**src/rtl/wdt_skip_pkg.sv**
```systemverilog
package wdt_skip_pkg;
  localparam int DW = 8;
  localparam int IW = 16;
  localparam int AW = 12;
  localparam int BW = 4;
  localparam int SW = 4;
  // opcode field positions and values
  localparam int DEST_BIT = 9;
  localparam int BANK_BIT = 8;
  localparam int F_MSB    = 7;
  localparam logic [IW-1:0] KICK_WORD = 16'h0004;
  localparam logic [5:0]    INV_TOP   = 6'h07;
  localparam logic [6:0]    SEQ_TOP   = 7'h31;
  localparam logic [6:0]    SGT_TOP   = 7'h32;
  localparam logic [6:0]    SLT_TOP   = 7'h30;
  localparam logic [BW-1:0] ACCESS_BANK = 4'h0;
  // status bit positions and reset value
  localparam int ST_NULL = 0;
  localparam int ST_MSB  = 1;
  localparam int ST_WDX  = 2;
  localparam int ST_SLP  = 3;
  localparam logic [SW-1:0] STAT_RST = 4'hC;
  // apb map
  localparam int PAW = 8;
  localparam logic [PAW-1:0] ACC_OFS  = 8'h00;
  localparam logic [PAW-1:0] STAT_OFS = 8'h04;
  localparam logic [PAW-1:0] BANK_OFS = 8'h08;
  localparam logic [PAW-1:0] WDT_OFS  = 8'h0C;
  localparam logic [PAW-1:0] INFO_OFS = 8'h10;

  typedef enum logic [1:0] {
    Q1 = 2'b00, Q2 = 2'b01, Q3 = 2'b11, Q4 = 2'b10
  } phase_type;

  typedef struct packed {
    logic          kick;
    logic          invert;
    logic          seq;
    logic          sgt;
    logic          slt;
    logic          dest;
    logic          banked;
    logic [DW-1:0] f;
  } dec_type;

  typedef struct packed {
    logic [DW-1:0] inv;
    logic          eq;
    logic          gt;
    logic          lt;
  } alu_type;

  function automatic dec_type decode(input logic [IW-1:0] w);
    dec_type d;
    d.kick   = (w == KICK_WORD);
    d.invert = (w[IW-1:IW-6] == INV_TOP);
    d.seq    = (w[IW-1:IW-7] == SEQ_TOP);
    d.sgt    = (w[IW-1:IW-7] == SGT_TOP);
    d.slt    = (w[IW-1:IW-7] == SLT_TOP);
    d.dest   = w[DEST_BIT];
    d.banked = w[BANK_BIT];
    d.f      = w[F_MSB:0];
    return d;
  endfunction : decode
endpackage : wdt_skip_pkg

```
**src/rtl/phase_seq.sv**
```systemverilog
`timescale 1ns/1ps
`default_nettype none
module phase_seq (
  input  wire logic                   ref_clk,
  input  wire logic                   rst_n,
  output var  wdt_skip_pkg::phase_type phase
);
  import wdt_skip_pkg::*;
  phase_type phase_reg;
  phase_type phase_next;

  always_comb begin
    case (phase_reg)
      Q1:      phase_next = Q2;
      Q2:      phase_next = Q3;
      Q3:      phase_next = Q4;
      default: phase_next = Q1;
    endcase
  end

  always_ff @(posedge ref_clk or negedge rst_n) begin
    if (!rst_n) phase_reg <= Q1;
    else        phase_reg <= phase_next;
  end

  assign phase = phase_reg;
endmodule : phase_seq
`default_nettype wire

```
**src/rtl/cmp_unit.sv**
```systemverilog
`timescale 1ns/1ps
`default_nettype none
module cmp_unit (
  input  wire logic [wdt_skip_pkg::DW-1:0] opnd,
  input  wire logic [wdt_skip_pkg::DW-1:0] acc,
  output var  wdt_skip_pkg::alu_type       res
);
  import wdt_skip_pkg::*;
  logic [DW:0] diff;

  // one subtractor serves all three compares, unsigned
  assign diff   = {1'b0, opnd} - {1'b0, acc};
  assign res.inv = ~opnd;
  assign res.eq  = (diff == '0);
  assign res.lt  = diff[DW];
  assign res.gt  = !res.lt && !res.eq;
endmodule : cmp_unit
`default_nettype wire

```
**src/rtl/wdt_skip_exec.sv**
```systemverilog
`timescale 1ns/1ps
`default_nettype none
module wdt_skip_exec #(
  parameter int WDT_W  = 8,
  parameter int POST_W = 7
) (
  input  wire logic                        ref_clk,
  input  wire logic                        arst_n,
  input  wire logic [wdt_skip_pkg::IW-1:0] instr_word,
  input  wire logic                        instr_two_word,
  output logic                             instr_ready,
  output logic [wdt_skip_pkg::AW-1:0]      mem_addr,
  input  wire logic [wdt_skip_pkg::DW-1:0] mem_rdata,
  output logic                             mem_we,
  output logic [wdt_skip_pkg::DW-1:0]      mem_wdata,
  output logic                             nop_active,
  output logic                             skip_pulse,
  input  wire logic                        wdt_tick,
  input  wire logic                        psel,
  input  wire logic                        penable,
  input  wire logic                        pwrite,
  input  wire logic [wdt_skip_pkg::PAW-1:0] paddr,
  input  wire logic [31:0]                 pwdata,
  output logic [31:0]                      prdata,
  output logic                             pready,
  output logic                             pslverr
);
  import wdt_skip_pkg::*;

  logic              rst_meta_reg;
  logic              rst_n_reg;
  phase_type         phase;
  dec_type           ir_reg;
  logic              nop_reg;
  logic              squash_reg;
  logic [DW-1:0]     opnd_reg;
  logic [DW-1:0]     res_reg;
  logic [DW-1:0]     acc_reg;
  logic [SW-1:0]     stat_reg;
  logic [SW-1:0]     stat_next;
  logic [BW-1:0]     bank_reg;
  logic [WDT_W-1:0]  wdt_cnt_reg;
  logic [POST_W-1:0] post_reg;
  logic [AW-1:0]     addr_reg;
  logic [31:0]       prdata_reg;
  logic              skip_reg;
  alu_type           alu;
  dec_type           dec_in;

  // reset release through two flops
  always_ff @(posedge ref_clk or negedge arst_n) begin
    if (!arst_n) begin
      rst_meta_reg <= 1'b0;
      rst_n_reg    <= 1'b0;
    end else begin
      rst_meta_reg <= 1'b1;
      rst_n_reg    <= rst_meta_reg;
    end
  end

  phase_seq u_phase (
    .ref_clk (ref_clk),
    .rst_n   (rst_n_reg),
    .phase   (phase)
  );

  cmp_unit u_cmp (
    .opnd (opnd_reg),
    .acc  (acc_reg),
    .res  (alu)
  );

  // decode and phase strobes
  wire q1 = (phase == Q1);
  wire q2 = (phase == Q2);
  wire q3 = (phase == Q3);
  wire q4 = (phase == Q4);
  assign dec_in = decode(instr_word);
  wire live      = !nop_reg;
  wire do_kick   = q4 && live && ir_reg.kick;
  wire do_inv    = q4 && live && ir_reg.invert;
  wire is_cmp    = ir_reg.seq || ir_reg.sgt || ir_reg.slt;
  wire cmp_hit   = (ir_reg.seq && alu.eq) ||
                   (ir_reg.sgt && alu.gt) ||
                   (ir_reg.slt && alu.lt);
  wire do_skip   = q4 && live && is_cmp && cmp_hit;
  wire inv_acc   = do_inv && !ir_reg.dest;
  wire inv_mem   = do_inv && ir_reg.dest;
  // a zero bank choice ignores the bank select register
  wire [BW-1:0] bank_use = dec_in.banked ? bank_reg : ACCESS_BANK;
  wire post_wrap = (post_reg == {POST_W{1'b1}});

  // apb decode
  wire apb_setup = psel && !penable;
  wire apb_acc   = psel && penable;
  wire hit_acc   = (paddr == ACC_OFS);
  wire hit_stat  = (paddr == STAT_OFS);
  wire hit_bank  = (paddr == BANK_OFS);
  wire hit_wdt   = (paddr == WDT_OFS);
  wire hit_info  = (paddr == INFO_OFS);
  wire hit_any   = hit_acc || hit_stat || hit_bank || hit_wdt || hit_info;
  wire wr_ok     = apb_acc && pwrite && hit_any;
  wire wr_acc    = wr_ok && hit_acc;
  wire wr_stat   = wr_ok && hit_stat;
  wire wr_bank   = wr_ok && hit_bank;
  wire [31:0] rd_mux =
    hit_acc  ? {{(32-DW){1'b0}}, acc_reg} :
    hit_stat ? {{(32-SW){1'b0}}, stat_reg} :
    hit_bank ? {{(32-BW){1'b0}}, bank_reg} :
    hit_wdt  ? {{(32-WDT_W-POST_W){1'b0}}, wdt_cnt_reg, post_reg} :
    hit_info ? {28'h0000000, squash_reg, nop_reg, phase} : 32'h00000000;

  assign pready      = 1'b1;
  assign pslverr     = apb_acc && !hit_any;
  assign prdata      = prdata_reg;
  assign instr_ready = q1;
  assign mem_addr    = addr_reg;
  assign mem_we      = inv_mem;
  assign mem_wdata   = res_reg;
  assign nop_active  = nop_reg;
  assign skip_pulse  = skip_reg;

  // hardware updates win over a software write in the same cycle
  always_comb begin
    stat_next = wr_stat ? pwdata[SW-1:0] : stat_reg;
    if (do_kick) begin
      stat_next[ST_WDX] = 1'b1;
      stat_next[ST_SLP] = 1'b1;
    end
    if (do_inv) begin
      stat_next[ST_MSB]  = res_reg[DW-1];
      stat_next[ST_NULL] = (res_reg == '0);
    end
  end

  // fetch, skip bookkeeping
  always_ff @(posedge ref_clk or negedge rst_n_reg) begin
    if (!rst_n_reg) begin
      ir_reg     <= '0;
      nop_reg    <= 1'b0;
      squash_reg <= 1'b0;
      addr_reg   <= '0;
      skip_reg   <= 1'b0;
    end else begin
      skip_reg <= do_skip;
      if (q1) begin
        ir_reg   <= dec_in;
        addr_reg <= {bank_use, dec_in.f};
        nop_reg  <= squash_reg;
        // a discarded two-word op drags its second word along, never a third
        if (squash_reg) squash_reg <= instr_two_word && !nop_reg;
      end
      if (do_skip) squash_reg <= 1'b1;
    end
  end

  // operand read and compute
  always_ff @(posedge ref_clk or negedge rst_n_reg) begin
    if (!rst_n_reg) begin
      opnd_reg <= '0;
      res_reg  <= '0;
    end else begin
      if (q2) opnd_reg <= mem_rdata;
      if (q3) res_reg <= alu.inv;
    end
  end

  // architectural state
  always_ff @(posedge ref_clk or negedge rst_n_reg) begin
    if (!rst_n_reg) begin
      acc_reg  <= '0;
      stat_reg <= STAT_RST;
      bank_reg <= '0;
    end else begin
      stat_reg <= stat_next;
      if (inv_acc) acc_reg <= res_reg;
      else if (wr_acc) acc_reg <= pwdata[DW-1:0];
      if (wr_bank) bank_reg <= pwdata[BW-1:0];
    end
  end

  // watchdog counter, kick beats a tick in the same cycle
  always_ff @(posedge ref_clk or negedge rst_n_reg) begin
    if (!rst_n_reg) begin
      wdt_cnt_reg <= '0;
      post_reg    <= '0;
    end else if (do_kick) begin
      wdt_cnt_reg <= '0;
      post_reg    <= '0;
    end else if (wdt_tick) begin
      post_reg <= post_reg + 1'b1;
      if (post_wrap) wdt_cnt_reg <= wdt_cnt_reg + 1'b1;
    end
  end

  // read data captured in setup so prdata is a flop
  always_ff @(posedge ref_clk or negedge rst_n_reg) begin
    if (!rst_n_reg)     prdata_reg <= '0;
    else if (apb_setup) prdata_reg <= rd_mux;
  end
endmodule : wdt_skip_exec
`default_nettype wire

```
**config.mk**
```make
export PLATFORM = sky130hd
export DESIGN_NAME = wdt_skip_exec
export DESIGN_NICKNAME = d
export VERILOG_FILES = /design/src/rtl/wdt_skip_pkg.sv /design/src/rtl/phase_seq.sv /design/src/rtl/cmp_unit.sv /design/src/rtl/wdt_skip_exec.sv
export SDC_FILE = /design/constraint.sdc
export NUM_CORES = 1
export LEC_CHECK = 0
export ABC_AREA = 1
export BUFFER_PORTS_ARGS = -buffer_cell sky130_fd_sc_hd__buf_2
export CORE_MARGIN = 2
export CORE_UTILIZATION = 30
export DETAILED_ROUTE_END_ITERATION = 8
export PLACE_DENSITY = 0.54
export SLEW_MARGIN = 10
export SYNTH_ARGS = -nofsm -noshare
export SYNTH_HDL_FRONTEND = slang
export SYNTH_HIERARCHICAL = 1
export SYNTH_SLANG_ARGS = --single-unit
```
**constraint.sdc**
```tcl
create_clock -name ref_clk -period 3.7 [get_ports ref_clk]
set_clock_uncertainty 0.05 [all_clocks]
set_input_delay 0.74 -clock ref_clk [delete_from_list [all_inputs] [get_ports ref_clk]]
set_output_delay 0.74 -clock ref_clk [all_outputs]
set_load 0.02 [all_outputs]
```
==> flow_metrics.tcl, run 1 <==
set metrics [dict create \
    outcome "complete, no violations" \
    start_util_pct 30.4 \
    setup_violations 0 \
    dominantRegCellSynth "dfrtp_1" \
    drv_cap 0 \
    ys_types 36 \
    placed_area_um2 5390 \
    drt_iter0_drc 237 \
    rows 46 \
    finalCritPeriodShare_pct 65.8 \
    synth_seq_cells 87 \
    rsz0062_at_grt "no" \
    insertedDiodeCount 0 \
    slew_violations 0 \
    grt_max_degree 56 \
    synth_top_area_share_pct 44.3 \
    r2r_slack_ps 1440 \
    cts_hold_buf 0 \
    worstHoldPathType "in2async" \
    grt_usage_pct 14.3 \
    synth.avg_cell_area_um2 7.69 \
    ys_async_sr_fraction_pct 100 \
    fp.dieArea_um2 17000 \
    ant_nets 0 \
    syn2layout_area_growth_pct 18.7 \
    dp_hpwl_um 8980 \
    worstPathRequired_ps 2910 \
    p_leak_nw 3.18 \
    setup_tns_ps 0 \
    hold_viol 0 \
    fmax_mhz 411 \
    period_minus_slack_ps 2440 \
    ir_drop_uv 237 \
    largest_reg_flops 15 \
    yosys.area.top_type "dfrtp_1" \
    die_x_um 131 \
    cts_tree "yes" \
    post_cts_buffers 0 \
    grt_pass1_wl_um 18700 \
    clockBufferDepth 2 \
    drive_above_1_share_pct 20.2 \
    io_buffers 86 \
    nNetsFinal 795 \
    clock_sinks 87 \
    worstSkewPairLatency_ps 350 \
    yosysMostFrequentCell "nand2_1" \
    arrival_ps 1650 \
    cts_inserted_buffers 9 \
    synth_edf_count 0 \
    critPathKind "in2out" \
    wirelength_um 11700 \
    cts_resized 0 \
    path_clk_slew_ps 60 \
    firstDrtPassIters 4 \
    synth_cells 624 \
    detail_route.wl_per_cell_um 12.5 \
    vias_per_cell 4.33 \
    cts_max_level 3 \
    worstPathMaxFanout 6 \
    fp.coreArea_um2 15800 \
    dr_total_vias 4043 \
    antenna_found_initial 0 \
    synth_area_leaders "dfrtp_1 44%, nand2_1 14%, inv_1 7.3%, nand3_1 6.0%, nor2_1 3.0%" \
    gp_congestion 0.854 \
    grt_pass1_vias 3776 \
    slew_headroom_pct 51.2 \
    cts_root_buffer "clkbuf_16" \
    synth.yosys.seq_area_share_pct 45.4 \
    drc 0 \
    cp-end-kind "output pin" \
    worst_slew_pin_slew_ps 733 \
    fp.dieH_um 131 \
    yosys-top-cells-count "175 x nand2_1, 93 x inv_1, 85 x dfrtp_1" \
    yosysWarnings 6 \
    grt_overflow 0 \
    ioPinCount 129 \
    startpoint_type "input pin" \
    synth_area_um2 4800 \
    p_per_area_nw_per_um2 401 \
    fin_area_um2 5700 \
]
## placed cells by master, fill, tap and decap left out, types with 13 or more instances in the layout
master     n
a21oi_1   21
buf_2     86
conb_1    19
dfrtp_1   84
inv_1     93
nand2_1  175
nand3_1   58
nand4_1   13
nor2_1    39
o21ai_0   29
## metal layers
metal | share of wire (%) | vias to the layer above | routed length, µm | track usage, %
li1 | - | 2133 | - | -
met1 | 49 | 1814 | 5710 | 19.2
met2 | 46 | 85 | 5350 | 22.5
met3 | 4.2 | 11 | 490 | 3.18
met4 | 1.5 | 0 | 173 | 5.88
met5 | 0 | - | 0 | 0
## metrics by stage
step / instances / hold slack, ps / total power (W) / util, % / setup WS (ps)
floorplan: 641 / 281 / 0.00128 / - / 1050
global placement: 918 / 285 / 0.00136 / 34.2 / 1290
detailed placement: 918 / 296 / 0.00137 / 34.2 / 1260
CTS: 934 / 98.4 / 0.00232 / 36.1 / 1260
global route: 934 / 98.4 / 0.00241 / 36.1 / 1160
finish: 934 / 115 / 0.00229 / 36.1 / 1260
## critical path, cell delays in order
cell	delay, ps
buf_2	110
inv_1	40
nand2_1	50
nor2_2	230
nand2_1	110
nand2_2	160
nor2_1	50
buf_2	150
## logic make-up (layout without fill, tap and decap cells)
kind of cell / Yosys count / count (layout) / share of synthesized area [%]
other cells: 2 / 19 / 0.156
xor+xnor: 1 / 1 / 0.182
simple gates: 318 / 318 / 29.6
fa+ha+maj: 11 / 11 / 3.02
mux: 8 / 8 / 1.88
compound gates: 71 / 71 / 7.98
flops: 87 / 87 / 45.4
buf+inv: 126 / 203 / 11.8
## report_power, final
part / total (W) / switching, W / internal [W]
combinational: 0.000278 / 0.000175 / 0.000103
sequential: 0.00107 / 0.0000652 / 0.00101
clock: 0.000936 / 0.000390 / 0.000545
total: 0.00229 / 0.000630 / 0.00165
## final timing paths
path / start / endpoint / depth (start not counted)
setup reg to reg: acc_reg[0] / squash_reg / 14
min in group ref_clk: rst_meta_reg / rst_n_reg / 0
hold reg to reg: rst_meta_reg / rst_n_reg / 0
hold / removal: arst_n / rst_n_reg / 1
max in group asynchronous: rst_n_reg / opnd_reg[2] / 1
setup / recovery: paddr[5] / pslverr / 8
## final cells by class
type / instances / area [µm²]
fill: 1702 / 10100
sequential: 87 / 2180
multi-input combinational: 428 / 2120
timing repair buffer: 89 / 453
inverter: 98 / 368
tap: 216 / 270
clock buffer: 10 / 239
clock inverter: 6 / 66.3
(Power assumes the default switching activity.)
==> inputs of run 2 (changes only) <==
Settings changed: PLACE_DENSITY 0.54 to 0.55.
Clock period 3.7 ns to 2.12 ns, I/O delays scaled along.
==> flow_metrics.tcl, run 2 (same netlist as run 1, synthesis figures left out) <==
set metrics [dict create \
    outcome "complete, no violations" \
    rows 46 \
    dp_hpwl_um 8980 \
    cts_max_level 3 \
    worstPathRequired_ps 2350 \
    grt_pass1_vias 3712 \
    setup_violations 0 \
    rsz0062_at_grt "yes" \
    seqPwrFrac_pct 44.1 \
    drc 0 \
    worstSkewPairLatency_ps 350 \
    whs_ps 227 \
    dp_worst_setup_slack_ps -18.4 \
    hold_viol 0 \
    setup_slack_ps 46.0 \
    fp.coreArea_um2 15800 \
    insertedDiodeCount 0 \
    cts_inserted_buffers 9 \
    vias_per_cell 4.34 \
    reg2reg_from "acc_reg[0]" \
    grt_pass1_wl_um 18500 \
    clockBufferDepth 2 \
    worstPathMaxFanout 2 \
    critPathKind "reg2reg" \
    p_leak_nw 3.24 \
    dr_total_vias 4093 \
    ir_drop_uv 420 \
    path_clk_slew_ps 70 \
    detail_route.wl_per_cell_um 12.4 \
    clock_sinks 87 \
    slew_violations 0 \
    p_per_area_nw_per_um2 721 \
    arrival_ps 2300 \
    gp_congestion 0.867 \
    cts_root_buffer "clkbuf_16" \
    ant_nets 0 \
    period_minus_slack_ps 2070 \
    share_comb_of_total_power_pct 12.1 \
    fmax_mhz 482 \
    grt_max_degree 40 \
    nNetsFinal 804 \
    startpoint_type "flop" \
    fill_cells 1706 \
    grt_overflow 0 \
    critPathLaunch "acc_reg[0]" \
    p_int_w 0.00311 \
    finalCritPeriodShare_pct 97.8 \
    worstHoldPathType "reg2async" \
    start_util_pct 30.4 \
    firstDrtPassIters 4 \
    fp.dieH_um 131 \
    syn2layout_area_growth_pct 22.2 \
    wirelength_um 11700 \
    drive_above_1_share_pct 22.6 \
    clkPwrFrac_pct 43.8 \
    slew_headroom_pct 61.8 \
    cp-end-kind "flop" \
    cts_tree "yes" \
    drv_cap 0 \
    drt_iter0_drc 223 \
    setup_tns_ps 0 \
    die_x_um 131 \
    grt_usage_pct 14.1 \
    antenna_found_initial 0 \
    largest_reg_flops 15 \
    ioPinCount 129 \
    fp.dieArea_um2 17000 \
    switching_share_pct 26.3 \
    io_buffers 86 \
    final_cell_mix "173 x nand2_1, 91 x inv_1, 86 x buf_2" \
    final_common_cell "nand2_1" \
    p_sw_w 0.00111 \
    worst_slew_pin_slew_ps 571 \
]
run 2: cell count changes in the layout (fill, tap and decap cells not counted), sizes merged:
| cell | previous run | this run |
|---|---|---|
| buf | 89 | 97 |
| bufinv | 1 | 3 |
| dlygate4sd3 | 0 | 1 |
| clkinv | 3 | 1 |
run 2: timing repair:
item,in CTS,in global routing
hold buffers,1,0
setup buffers,0,2
pin swaps,0,11
hold endpoints to repair,2,0
resized for setup,2,12
endpoints found under the setup margin,1,3
cloned,0,0
run 2: metal layers:
layer  global-route usage, %  wire, µm  up-vias
li1                        -         -     2148
met1                    19.1      5550     1846
met2                    22.5      5340       88
met3                    3.26       609       11
met4                    4.32       162        0
met5                       0         0        -
run 2: area by class of cell:
| cell class | count | area (µm²) | area share (%) |
|---|---|---|---|
| Tap cell | 216 | 270 | 4.61 |
| Timing Repair Buffer | 98 | 536 | 9.13 |
| Multi-Input combinational cell | 428 | 2160 | 36.8 |
| Sequential cell | 87 | 2180 | 37.3 |
| Clock inverter | 6 | 116 | 1.98 |
| Clock buffer | 10 | 229 | 3.90 |
| Inverter | 98 | 368 | 6.27 |
run 2: metrics by stage:
| step | cell area [µm²] | utilization (%) | std cells | power, W |
|---|---|---|---|---|
| 4_1_cts | 5810 | 36.8 | 941 | 0.00426 |
| 3_3_place_gp | 5450 | 34.6 | 924 | 0.00239 |
| 3_5_place_dp | 5450 | 34.6 | 924 | 0.00239 |
| 5_1_grt | 5860 | 37.2 | 943 | 0.00442 |
| 6_report | 5860 | 37.2 | 943 | 0.00423 |
| 2_1_floorplan | 4870 | - | 641 | 0.00223 |
run 2: power by group through the flow:
stage	clock, W	combinational [W]	sequential, W
5_1_grt	0.00195	0.000590	0.00188
3_3_place_gp	0	0.000500	0.00189
2_1_floorplan	0	0.000339	0.00189
4_1_cts	0.00189	0.000507	0.00186
3_5_place_dp	0	0.000502	0.00189
6_report	0.00185	0.000513	0.00186
run 2: final timing paths:
kind                            depth (start not counted)           to  slack [ps]
worst min-delay path                                    0    prdata[7]         230
max in group asynchronous                               1  stat_reg[2]        1160
min in group ref_clk                                    3  mem_addr[6]         240
worst max-delay path                                   14   squash_reg          50
worst min register to register                          0    prdata[7]         230
worst max register to register                         14   squash_reg          50
run 2: critical path, cell delays in order, from the launching register on:
cell and delay, ps:
dfrtp_1 410, ha_4 180, fa_2 560, nand2_2 50
nor2_2 60, nand2_1 60, nor2_2 70, nand2_1 60
nor2_2 110, nand2_1 60, nor2_1 90, nand2_1 70
nand3_2 80, nand2_2 50, o21ai_1 60
